===== src/rtl/admc_pkg.sv =====
// package: register map, field positions and constants for the mode control bank
package admc_pkg;
    // printed offsets are indices (not all multiples of four): byte address = 4 * index
    localparam logic [6:0]  ADMC_IDX_ZERO_MUTE  = 7'h12;
    localparam logic [6:0]  ADMC_IDX_CHAN_DEEMP = 7'h13;
    localparam logic [6:0]  ADMC_IDX_FORMAT     = 7'h14;
    localparam logic [6:0]  ADMC_IDX_RESERVED   = 7'h15;
    localparam logic [6:0]  ADMC_IDX_MODE       = 7'h16;
    localparam logic [6:0]  ADMC_IDX_STATUS     = 7'h17;
    localparam logic [11:0] ADMC_ADDR_ZERO_MUTE  = 12'h048;
    localparam logic [11:0] ADMC_ADDR_CHAN_DEEMP = 12'h04C;
    localparam logic [11:0] ADMC_ADDR_FORMAT     = 12'h050;
    localparam logic [11:0] ADMC_ADDR_RESERVED   = 12'h054;
    localparam logic [11:0] ADMC_ADDR_MODE       = 12'h058;
    localparam logic [11:0] ADMC_ADDR_STATUS     = 12'h05C;
    // control word layout
    localparam int ADMC_WORD_ZERO_BIT = 15;
    localparam int ADMC_IDX_MSB       = 14;
    localparam int ADMC_IDX_LSB       = 8;
    // register 18 fields
    localparam int ADMC_OVERSAMPLE_BIT = 6;
    localparam int ADMC_ZDMUTE_BIT     = 4;
    // register 19 fields
    localparam int ADMC_DEEMP_RATE_LSB = 5;
    localparam int ADMC_DEEMP_EN_BIT   = 4;
    localparam int ADMC_DIS_RIGHT_BIT  = 1;
    localparam int ADMC_DIS_LEFT_BIT   = 0;
    // register 20 fields
    localparam int ADMC_CLKSRC_BIT     = 7;
    localparam int ADMC_ROLLOFF_BIT    = 6;
    localparam int ADMC_FORMAT_LSB     = 0;
    // register 22 fields
    localparam int ADMC_SYSTEM_SOFT_RESET_BIT       = 7;
    localparam int ADMC_BITSTREAM_BIT  = 5;
    localparam int ADMC_BSFILT_LSB     = 3;
    localparam int ADMC_FORM_BIT       = 2;
    localparam int ADMC_ZPOL_BIT       = 1;
    localparam int ADMC_PHASE_BIT      = 0;
    // reset values
    localparam logic [7:0] ADMC_RST_DATA = 8'h00;
    // zero detect length in word clock periods
    localparam int ADMC_ZERO_PERIODS = 1024;
    // oversampling encodings
    typedef enum logic [1:0] {
        ADMC_OSR_32X  = 2'b00,
        ADMC_OSR_64X  = 2'b01,
        ADMC_OSR_128X = 2'b10
    } admc_osr_t;
    typedef enum logic [2:0] {
        ADMC_FMT_RJ24 = 3'b000,
        ADMC_FMT_RJ20 = 3'b001,
        ADMC_FMT_RJ18 = 3'b010,
        ADMC_FMT_RJ16 = 3'b011,
        ADMC_FMT_I2S  = 3'b100,
        ADMC_FMT_LJ24 = 3'b101
    } admc_fmt_t;
endpackage


===== src/rtl/admc_zero_if.sv =====
// interface: zero detector controls and results
`timescale 1ns/100ps
interface admc_zero_if;
    logic enable;
    logic word_tick;
    logic left_zero_sample;
    logic right_zero_sample;
    logic left_zero;
    logic right_zero;
    modport ctrl (output enable, output word_tick, output left_zero_sample, output right_zero_sample,
                  input left_zero, input right_zero);
    modport det  (input enable, input word_tick, input left_zero_sample, input right_zero_sample,
                  output left_zero, output right_zero);
endinterface


===== src/rtl/admc_zero_detect.sv =====
// per-channel zero run detector counted in word clock periods
`timescale 1ns/100ps
module admc_zero_detect #(
    parameter int ZERO_PERIODS = 1024
) (
    // clock and reset
    input  wire logic core_clk,
    input  wire logic reset_n,
    // detector link
    admc_zero_if.det  zif
);
    import admc_pkg::*;
    localparam int CW = $clog2(ZERO_PERIODS + 1);
    localparam logic [CW-1:0] LIMIT = CW'(ZERO_PERIODS);

    logic [CW-1:0] left_count;
    logic [CW-1:0] right_count;

    function automatic logic [CW-1:0] admc_step(input logic [CW-1:0] cnt, input logic zero);
        if (!zero)
            return '0;
        return (cnt == LIMIT) ? cnt : cnt + CW'(1);
    endfunction

    always_ff @(posedge core_clk) begin
        if (!reset_n || !zif.enable) begin
            left_count  <= '0;
            right_count <= '0;
        end else if (zif.word_tick) begin
            left_count  <= admc_step(left_count, zif.left_zero_sample);
            right_count <= admc_step(right_count, zif.right_zero_sample);
        end
    end

    assign zif.left_zero  = (left_count == LIMIT);
    assign zif.right_zero = (right_count == LIMIT);
endmodule


===== src/rtl/admc_mode_regs.sv =====
// mode control register bank on APB with zero flags and output control
//
// Operation
// - zero-detect mute enable, flags unaffected
// - oversample bit doubles modulator rate
// - channel disable holds output at midscale
// - de-emphasis enable, multibit mode only
// - de-emphasis rate field, 11 reserved
// - three-bit serial format field
// - roll-off select, multibit only
// - bitstream clock source pin select
// - register 21 not writable, zero data
// - phase invert both outputs
// - zero flag polarity select
// - separate flags per channel
// - combined flag on right pin only
// - bitstream filter select, 11 reserved
// - mode bit: multibit or bitstream
// - word layout: zero, index, data
// - zero after 1024 periods, multibit only
// - soft reset bit acts like power-on
//
// Design decision made here: register access over APB.
`timescale 1ns/100ps
module admc_mode_regs #(
    parameter int ZERO_PERIODS = admc_pkg::ADMC_ZERO_PERIODS
) (
    // clock and reset
    input  wire logic             core_clk,
    input  wire logic             reset_n,
    // apb slave
    input  wire logic             psel,
    input  wire logic             penable,
    input  wire logic             pwrite,
    input  wire logic [11:0]      paddr,
    input  wire logic [31:0]      pwdata,
    output logic                  pready,
    output logic                  pslverr,
    output logic [31:0]           prdata,
    // audio side inputs
    input  wire logic             word_clock_pin,
    input  wire logic             left_sample_zero,
    input  wire logic             right_sample_zero,
    input  wire logic             sysclk_ge_256fs,
    // output controls
    output logic                  left_output_midscale,
    output logic                  right_output_midscale,
    output logic                  output_phase_invert,
    output admc_pkg::admc_osr_t   modulator_rate,
    output logic                  deemphasis_active,
    output logic [1:0]            deemphasis_rate_select,
    output admc_pkg::admc_fmt_t   audio_format_select,
    output logic                  rolloff_select,
    output logic                  bitstream_clock_source_select,
    output logic [1:0]            bitstream_filter_select,
    output logic                  bitstream_mode_select,
    output logic                  system_reset_pulse,
    // zero flag pins
    output logic                  left_zero_flag_pin,
    output logic                  right_zero_flag_pin
);
    import admc_pkg::*;

    // stored fields
    logic        zero_detect_mute_enable;
    logic        oversample_select;
    logic        left_output_disable;
    logic        right_output_disable;
    logic        deemphasis_enable;
    logic [1:0]  deemph_rate;
    logic [2:0]  format_code;
    logic        rolloff;
    logic        clk_source;
    logic        soft_reset_req;
    logic        bitstream_mode;
    logic [1:0]  bs_filter;
    logic        zero_flag_form_select;
    logic        zero_flag_polarity;
    logic        phase_invert;
    logic        bad_reserved_write;
    logic        word_clock_prev;

    logic        int_rst_n;
    logic        wr_en;
    logic        rd_en;
    logic [6:0]  wr_index;
    logic [7:0]  wr_data;
    logic        word_ok;
    logic        left_zero;
    logic        right_zero;
    logic        both_zero;
    logic        left_flag_raw;
    logic        right_flag_raw;

    admc_zero_if zif ();

    // word address to register index
    function automatic logic [6:0] admc_addr_index(input logic [11:0] addr);
        return addr[8:2];
    endfunction

    // soft reset acts as power-on for the whole bank
    assign int_rst_n = reset_n && !soft_reset_req;

    assign wr_en    = psel && penable && pwrite;
    assign rd_en    = psel && !penable && !pwrite;
    assign wr_index = pwdata[ADMC_IDX_MSB:ADMC_IDX_LSB];
    assign wr_data  = pwdata[7:0];
    // word accepted only with top bit zero and index matching address
    assign word_ok  = !pwdata[ADMC_WORD_ZERO_BIT] && (paddr[1:0] == 2'b00)
                      && (wr_index == admc_addr_index(paddr));

    // no wait states: every access completes at once
    assign pready = 1'b1;

    // refused transfers raise slave error and store nothing, but nonzero register 21 data sets its status flag
    always_comb begin
        pslverr = 1'b0;
        if (psel && penable) begin
            if (paddr[1:0] != 2'b00)
                pslverr = 1'b1;
            else if (pwrite && !word_ok)
                pslverr = 1'b1;
            else if (pwrite && paddr == ADMC_ADDR_RESERVED && wr_data != ADMC_RST_DATA)
                pslverr = 1'b1;
            else if (paddr != ADMC_ADDR_ZERO_MUTE && paddr != ADMC_ADDR_CHAN_DEEMP
                     && paddr != ADMC_ADDR_FORMAT && paddr != ADMC_ADDR_RESERVED
                     && paddr != ADMC_ADDR_MODE && paddr != ADMC_ADDR_STATUS)
                pslverr = 1'b1;
            else if (pwrite && paddr == ADMC_ADDR_STATUS)
                pslverr = 1'b1;
        end
    end

    // register 18
    always_ff @(posedge core_clk) begin
        if (!int_rst_n) begin
            zero_detect_mute_enable <= 1'b0;
            oversample_select       <= 1'b0;
        end else if (wr_en && word_ok && paddr == ADMC_ADDR_ZERO_MUTE) begin
            zero_detect_mute_enable <= wr_data[ADMC_ZDMUTE_BIT];
            oversample_select       <= wr_data[ADMC_OVERSAMPLE_BIT];
        end
    end

    // register 19
    always_ff @(posedge core_clk) begin
        if (!int_rst_n) begin
            left_output_disable  <= 1'b0;
            right_output_disable <= 1'b0;
            deemphasis_enable    <= 1'b0;
            deemph_rate          <= 2'h0;
        end else if (wr_en && word_ok && paddr == ADMC_ADDR_CHAN_DEEMP) begin
            left_output_disable  <= wr_data[ADMC_DIS_LEFT_BIT];
            right_output_disable <= wr_data[ADMC_DIS_RIGHT_BIT];
            deemphasis_enable    <= wr_data[ADMC_DEEMP_EN_BIT];
            deemph_rate          <= wr_data[ADMC_DEEMP_RATE_LSB +: 2];
        end
    end

    // register 20
    always_ff @(posedge core_clk) begin
        if (!int_rst_n) begin
            format_code <= 3'h0;
            rolloff     <= 1'b0;
            clk_source  <= 1'b0;
        end else if (wr_en && word_ok && paddr == ADMC_ADDR_FORMAT) begin
            format_code <= wr_data[ADMC_FORMAT_LSB +: 3];
            rolloff     <= wr_data[ADMC_ROLLOFF_BIT];
            clk_source  <= wr_data[ADMC_CLKSRC_BIT];
        end
    end

    // register 21: nothing stored, nonzero data flagged
    always_ff @(posedge core_clk) begin
        if (!int_rst_n)
            bad_reserved_write <= 1'b0;
        else if (wr_en && word_ok && paddr == ADMC_ADDR_RESERVED && wr_data != ADMC_RST_DATA)
            bad_reserved_write <= 1'b1;
    end

    // register 22; soft reset bit self clears through the reset it causes
    always_ff @(posedge core_clk) begin
        if (!int_rst_n) begin
            soft_reset_req        <= 1'b0;
            bitstream_mode        <= 1'b0;
            bs_filter             <= 2'h0;
            zero_flag_form_select <= 1'b0;
            zero_flag_polarity    <= 1'b0;
            phase_invert          <= 1'b0;
        end else if (wr_en && word_ok && paddr == ADMC_ADDR_MODE) begin
            soft_reset_req        <= wr_data[ADMC_SYSTEM_SOFT_RESET_BIT];
            bitstream_mode        <= wr_data[ADMC_BITSTREAM_BIT];
            bs_filter             <= wr_data[ADMC_BSFILT_LSB +: 2];
            zero_flag_form_select <= wr_data[ADMC_FORM_BIT];
            zero_flag_polarity    <= wr_data[ADMC_ZPOL_BIT];
            phase_invert          <= wr_data[ADMC_PHASE_BIT];
        end
    end

    // read back
    // loaded in setup phase so it stands through the access phase
    always_ff @(posedge core_clk) begin
        if (!int_rst_n) begin
            prdata <= 32'h0000_0000;
        end else if (rd_en) begin
            if (paddr == ADMC_ADDR_ZERO_MUTE)
                prdata <= {17'h0, ADMC_IDX_ZERO_MUTE, 1'b0, oversample_select, 1'b0,
                           zero_detect_mute_enable, 4'h0};
            else if (paddr == ADMC_ADDR_CHAN_DEEMP)
                prdata <= {17'h0, ADMC_IDX_CHAN_DEEMP, 1'b0, deemph_rate, deemphasis_enable, 2'h0,
                           right_output_disable, left_output_disable};
            else if (paddr == ADMC_ADDR_FORMAT)
                prdata <= {17'h0, ADMC_IDX_FORMAT, clk_source, rolloff, 3'h0, format_code};
            else if (paddr == ADMC_ADDR_RESERVED)
                prdata <= {17'h0, ADMC_IDX_RESERVED, 8'h00};
            else if (paddr == ADMC_ADDR_MODE)
                prdata <= {17'h0, ADMC_IDX_MODE, 2'h0, bitstream_mode, bs_filter,
                           zero_flag_form_select, zero_flag_polarity, phase_invert};
            else if (paddr == ADMC_ADDR_STATUS)
                prdata <= {27'h0, bad_reserved_write, both_zero, right_zero, left_zero, bitstream_mode};
            else
                prdata <= 32'h0000_0000;
        end
    end

    // word clock edge gives one tick per sample period
    always_ff @(posedge core_clk) begin
        if (!int_rst_n)
            word_clock_prev <= 1'b0;
        else
            word_clock_prev <= word_clock_pin;
    end

    // detector held clear while bitstream mode is selected
    assign zif.enable            = !bitstream_mode;
    assign zif.word_tick         = word_clock_pin && !word_clock_prev;
    assign zif.left_zero_sample  = left_sample_zero;
    assign zif.right_zero_sample = right_sample_zero;

    admc_zero_detect #(
        .ZERO_PERIODS (ZERO_PERIODS)
    ) u_zero (
        .core_clk (core_clk),
        .reset_n  (int_rst_n),
        .zif      (zif)
    );

    assign left_zero  = zif.left_zero;
    assign right_zero = zif.right_zero;
    assign both_zero  = left_zero && right_zero;

    // flags ignore the mute enable
    assign left_flag_raw  = zero_flag_form_select ? 1'b0 : left_zero;
    assign right_flag_raw = zero_flag_form_select ? both_zero : right_zero;

    // flag pins registered so they never glitch
    always_ff @(posedge core_clk) begin
        if (!int_rst_n) begin
            left_zero_flag_pin  <= 1'b0;
            right_zero_flag_pin <= 1'b0;
        end else begin
            left_zero_flag_pin  <= zero_flag_form_select ? 1'b0 : (left_flag_raw ^ zero_flag_polarity);
            right_zero_flag_pin <= right_flag_raw ^ zero_flag_polarity;
        end
    end

    // output controls
    always_ff @(posedge core_clk) begin
        if (!int_rst_n) begin
            left_output_midscale  <= 1'b0;
            right_output_midscale <= 1'b0;
            deemphasis_active     <= 1'b0;
            modulator_rate        <= ADMC_OSR_64X;
        end else begin
            // zero mute needs both channels zero together
            left_output_midscale  <= left_output_disable
                                     || (zero_detect_mute_enable && both_zero && !bitstream_mode);
            right_output_midscale <= right_output_disable
                                     || (zero_detect_mute_enable && both_zero && !bitstream_mode);
            deemphasis_active     <= deemphasis_enable && !bitstream_mode;
            // rate tracks the clock ratio as well as the select bit
            if (sysclk_ge_256fs)
                modulator_rate <= oversample_select ? ADMC_OSR_128X : ADMC_OSR_64X;
            else
                modulator_rate <= oversample_select ? ADMC_OSR_64X : ADMC_OSR_32X;
        end
    end

    // roll-off, clock source and filter outputs driven to zero in the other mode; register reads return the stored values
    assign output_phase_invert           = phase_invert;
    assign deemphasis_rate_select        = deemph_rate;
    assign audio_format_select           = admc_fmt_t'(format_code);
    assign rolloff_select                = rolloff && !bitstream_mode;
    assign bitstream_clock_source_select = clk_source && bitstream_mode;
    assign bitstream_filter_select       = bitstream_mode ? bs_filter : 2'h0;
    assign bitstream_mode_select         = bitstream_mode;
    assign system_reset_pulse            = soft_reset_req;
endmodule


===== config.mk =====
export PLATFORM = sky130hd
export DESIGN_NAME = admc_mode_regs
export DESIGN_NICKNAME = d
export VERILOG_FILES = /design/src/rtl/admc_pkg.sv /design/src/rtl/admc_zero_if.sv /design/src/rtl/admc_zero_detect.sv /design/src/rtl/admc_mode_regs.sv
export SDC_FILE = /design/constraint.sdc
export NUM_CORES = 1
export LEC_CHECK = 0
export ABC_CLOCK_PERIOD_IN_PS = 6420
export BUFFER_PORTS_ARGS = -buffer_cell sky130_fd_sc_hd__buf_2
export CAP_MARGIN = 20
export CORE_ASPECT_RATIO = 0.5
export CORE_MARGIN = 5
export CORE_UTILIZATION = 40
export CTS_BUF_LIST = sky130_fd_sc_hd__clkbuf_8
export DETAILED_ROUTE_END_ITERATION = 7
export MAX_ROUTING_LAYER = met4
export PLACE_DENSITY = 0.66
export SYNTH_ARGS = -nofsm -noshare
export SYNTH_HDL_FRONTEND = slang
export SYNTH_SLANG_ARGS = --single-unit

===== constraint.sdc =====
create_clock -name core_clk -period 6.42 [get_ports core_clk]
set_input_delay 1.605 -clock core_clk [delete_from_list [all_inputs] [get_ports core_clk]]
set_output_delay 1.605 -clock core_clk [all_outputs]
set_load 0.02 [all_outputs]

==> out/metrics.cfg <==
[clocking]
cts_max_level=3
cts.path.max_buffers=2
cts_tree=done
cts_sinks=62
cts.repair.resized=0
cts_made_buffers=9
clockRootBuffer=clkbuf_8
clk_pin_slew_ns=0.06
ctsHoldBuffers=0
post-cts-setup-buffers=0
insertion_delay_ns=0.34

[global_routing]
grt_usage_pct=16.90
grt_pass1_vias=2748
grt_pass1_wl_mm=13.01
antenna_found_initial=0
grt-ovfl-total=0
grt_start_max_net_pins=27

[synth]
synth_area_um2=3206
seq_area_frac_synth_pct=38.72
synth_cell_types=53
synthCells=381
syn_area_per_cell_um2=8.414
synth-edff-count=0
async_flop_share_pct=0
ys_ff_latch=62
ys.flop_type=dfxtp_1
ys.warnings.count=0

[timing]
slew_viol_final=0
period_needed_ns=4.890
clock.fmax_mhz=204.5
rsz0062_at_grt=no
setup_tns_ns=0
period_share_pct=76.16
final-hold-violation-count=0
max_slew_margin_pct=37.35
setup_viol=0
finClkSkew_ns=0.007858
tightest_slew_ns=0.9397

[final_layout]
final_common_cell=buf_2
nNetsFinal=501
drive_gt1_share_pct=23.16
fin_cells=561
num_antenna_cells=0
final_cell_mix=buf_2 (68), dfxtp_1 (62), nand2_1 (53)
syn2layout_area_growth_pct=17.88

[run_status]
status=finished clean

[floorplanning]
start_util_pct=40.51
dieWidth_um=136.6
die_area_um2=10010
core-area_um2=7914
num_rows=23
die_h_um=73.30
pin_count=106

[worst_setup_path]
crit_arrival_ns=3.28
end_kind=output port
required_ns=4.82
cp-start-kind=input port
reg2reg_depth=5
cp_max_fo=6
timing_worst_setup_path_type=in2out

[detailed_routing]
routedWlPerCell_um=13.69
antenna_left=0
drcViolationCount=0
drtIter0Drc=218
drt_first_pass_iters=4
wl_mm=7.682
via_per_inst=4.984
via_count=2796

[pwr]
p_leak_nw=1.619
power.density_nw_per_um2=231.8
vdd_ir_drop_max_uv=92.00

[min_path]
holdPathStages=2
min_path_type=reg2reg

[place]
io_buffer_count=68
dp.cells=545
dp_hpwl_mm=5.838
finalWeightedCongestion=0.8315

[flow_run]
max_cap_viol_count=0

==> layer usage <==
metal  GRT usage, %  up-vias  wire, um
met5              -        -         0
met4          6.145        0       157
met3          4.925       13       463
met2          26.06       93      3529
met1          21.25     1279      3533
li1               -     1411         -
==> registers in the layout (all words and copies together), names as in the netlist, 2 cells and up <==
signal	count
audio_format_select	3
bs_filter	2
u_zero.right_count	11
deemphasis_rate_select	2
u_zero.left_count	11
modulator_rate	2
prdata	12
==> cell type report <==
class,instances,area [um^2]
Multi-Input combinational cell,294,1775
Clock buffer,9,123.9
Fill cell,782,4135
Tap cell,112,140.1
Clock inverter,7,112.6
Inverter,6,22.52
Sequential cell,62,1241
Timing Repair Buffer,71,362.8
==> cells in the mapped netlist, types with 4 or more instances <==
master	number	share of area, %
nor4_1	7	1.4
and2_1	6	1.2
inv_1	6	0.70
and3_1	6	1.2
clkbuf_1	12	1.4
nor2b_1	6	1.2
xnor2_1	13	3.6
xor2_1	13	3.6
a211oi_1	4	0.94
nor3_1	5	0.78
nor2_1	38	4.4
a21oi_1	26	4.1
nand2_1	53	6.2
nand4_1	8	1.6
buf_4	21	4.9
o21ai_1	6	0.94
mux2i_1	12	3.7
dfxtp_1	62	39
nand3_1	20	3.1
ha_1	4	1.6
o21ai_0	8	1.2
and4_1	4	1.1
==> through the flow <==
stage	setup slack, ns	utilization, %	area, um^2	hold WS, ns	total power, W
after global routing	1.388	47.75	3779	0.4704	0.0009146
after global placement	1.511	44.57	3527	0.4399	0.0004767
after floorplan	1.839	-	3277	0.4317	0.0004615
after CTS	1.519	47.75	3779	0.4507	0.0008849
final	1.530	47.75	3779	0.4508	0.0008759
after detailed placement	1.522	44.76	3542	0.4415	0.0004788
==> worst max-delay path, stage by stage <==
cell       delay, ns
buf_2           0.12
nor4_4          0.38
nand3_2         0.26
a2111oi_2       0.41
o41a_1          0.21
o311a_1         0.14
buf_2           0.16
==> logic make-up (layout without fill, tap and decap cells) <==
family          Yosys count  count (layout)  synth area share, %
simple gates            171             171                28.42
flops                    62              62                38.72
compound gates           58              58                11.05
buf+inv                  44              93                8.118
xor+xnor                 26              26                7.104
mux                      14              14                4.801
fa+ha+maj                 4               4                1.561
other cells               2              21               0.2343
==> where the power goes <==
part | leakage (nW) | switching [W] | internal (W) | total [W]
Clock | 0.119 | 0.000150 | 0.000256 | 0.000406
Sequential | 0.501 | 0.00000291 | 0.000389 | 0.000392
Combinational | 0.999 | 0.0000533 | 0.0000251 | 0.0000785
==> final timing paths <==
| check | end | start | slack (ns) |
|---|---|---|---|
| worst min-delay path | prdata[5]$_SDFFE_PN0P_ | prdata[5]$_SDFFE_PN0P_ | 0.45 |
| worst max register to register | u_zero.right_count[5]$_SDFFE_PP0P_ | system_reset_pulse$_SDFFE_PN0P_ | 4.45 |
| worst min register to register | prdata[5]$_SDFFE_PN0P_ | prdata[5]$_SDFFE_PN0P_ | 0.45 |
| worst max-delay path | pslverr | paddr[7] | 1.53 |
Note: power is estimated with default switching activity, not from simulation.
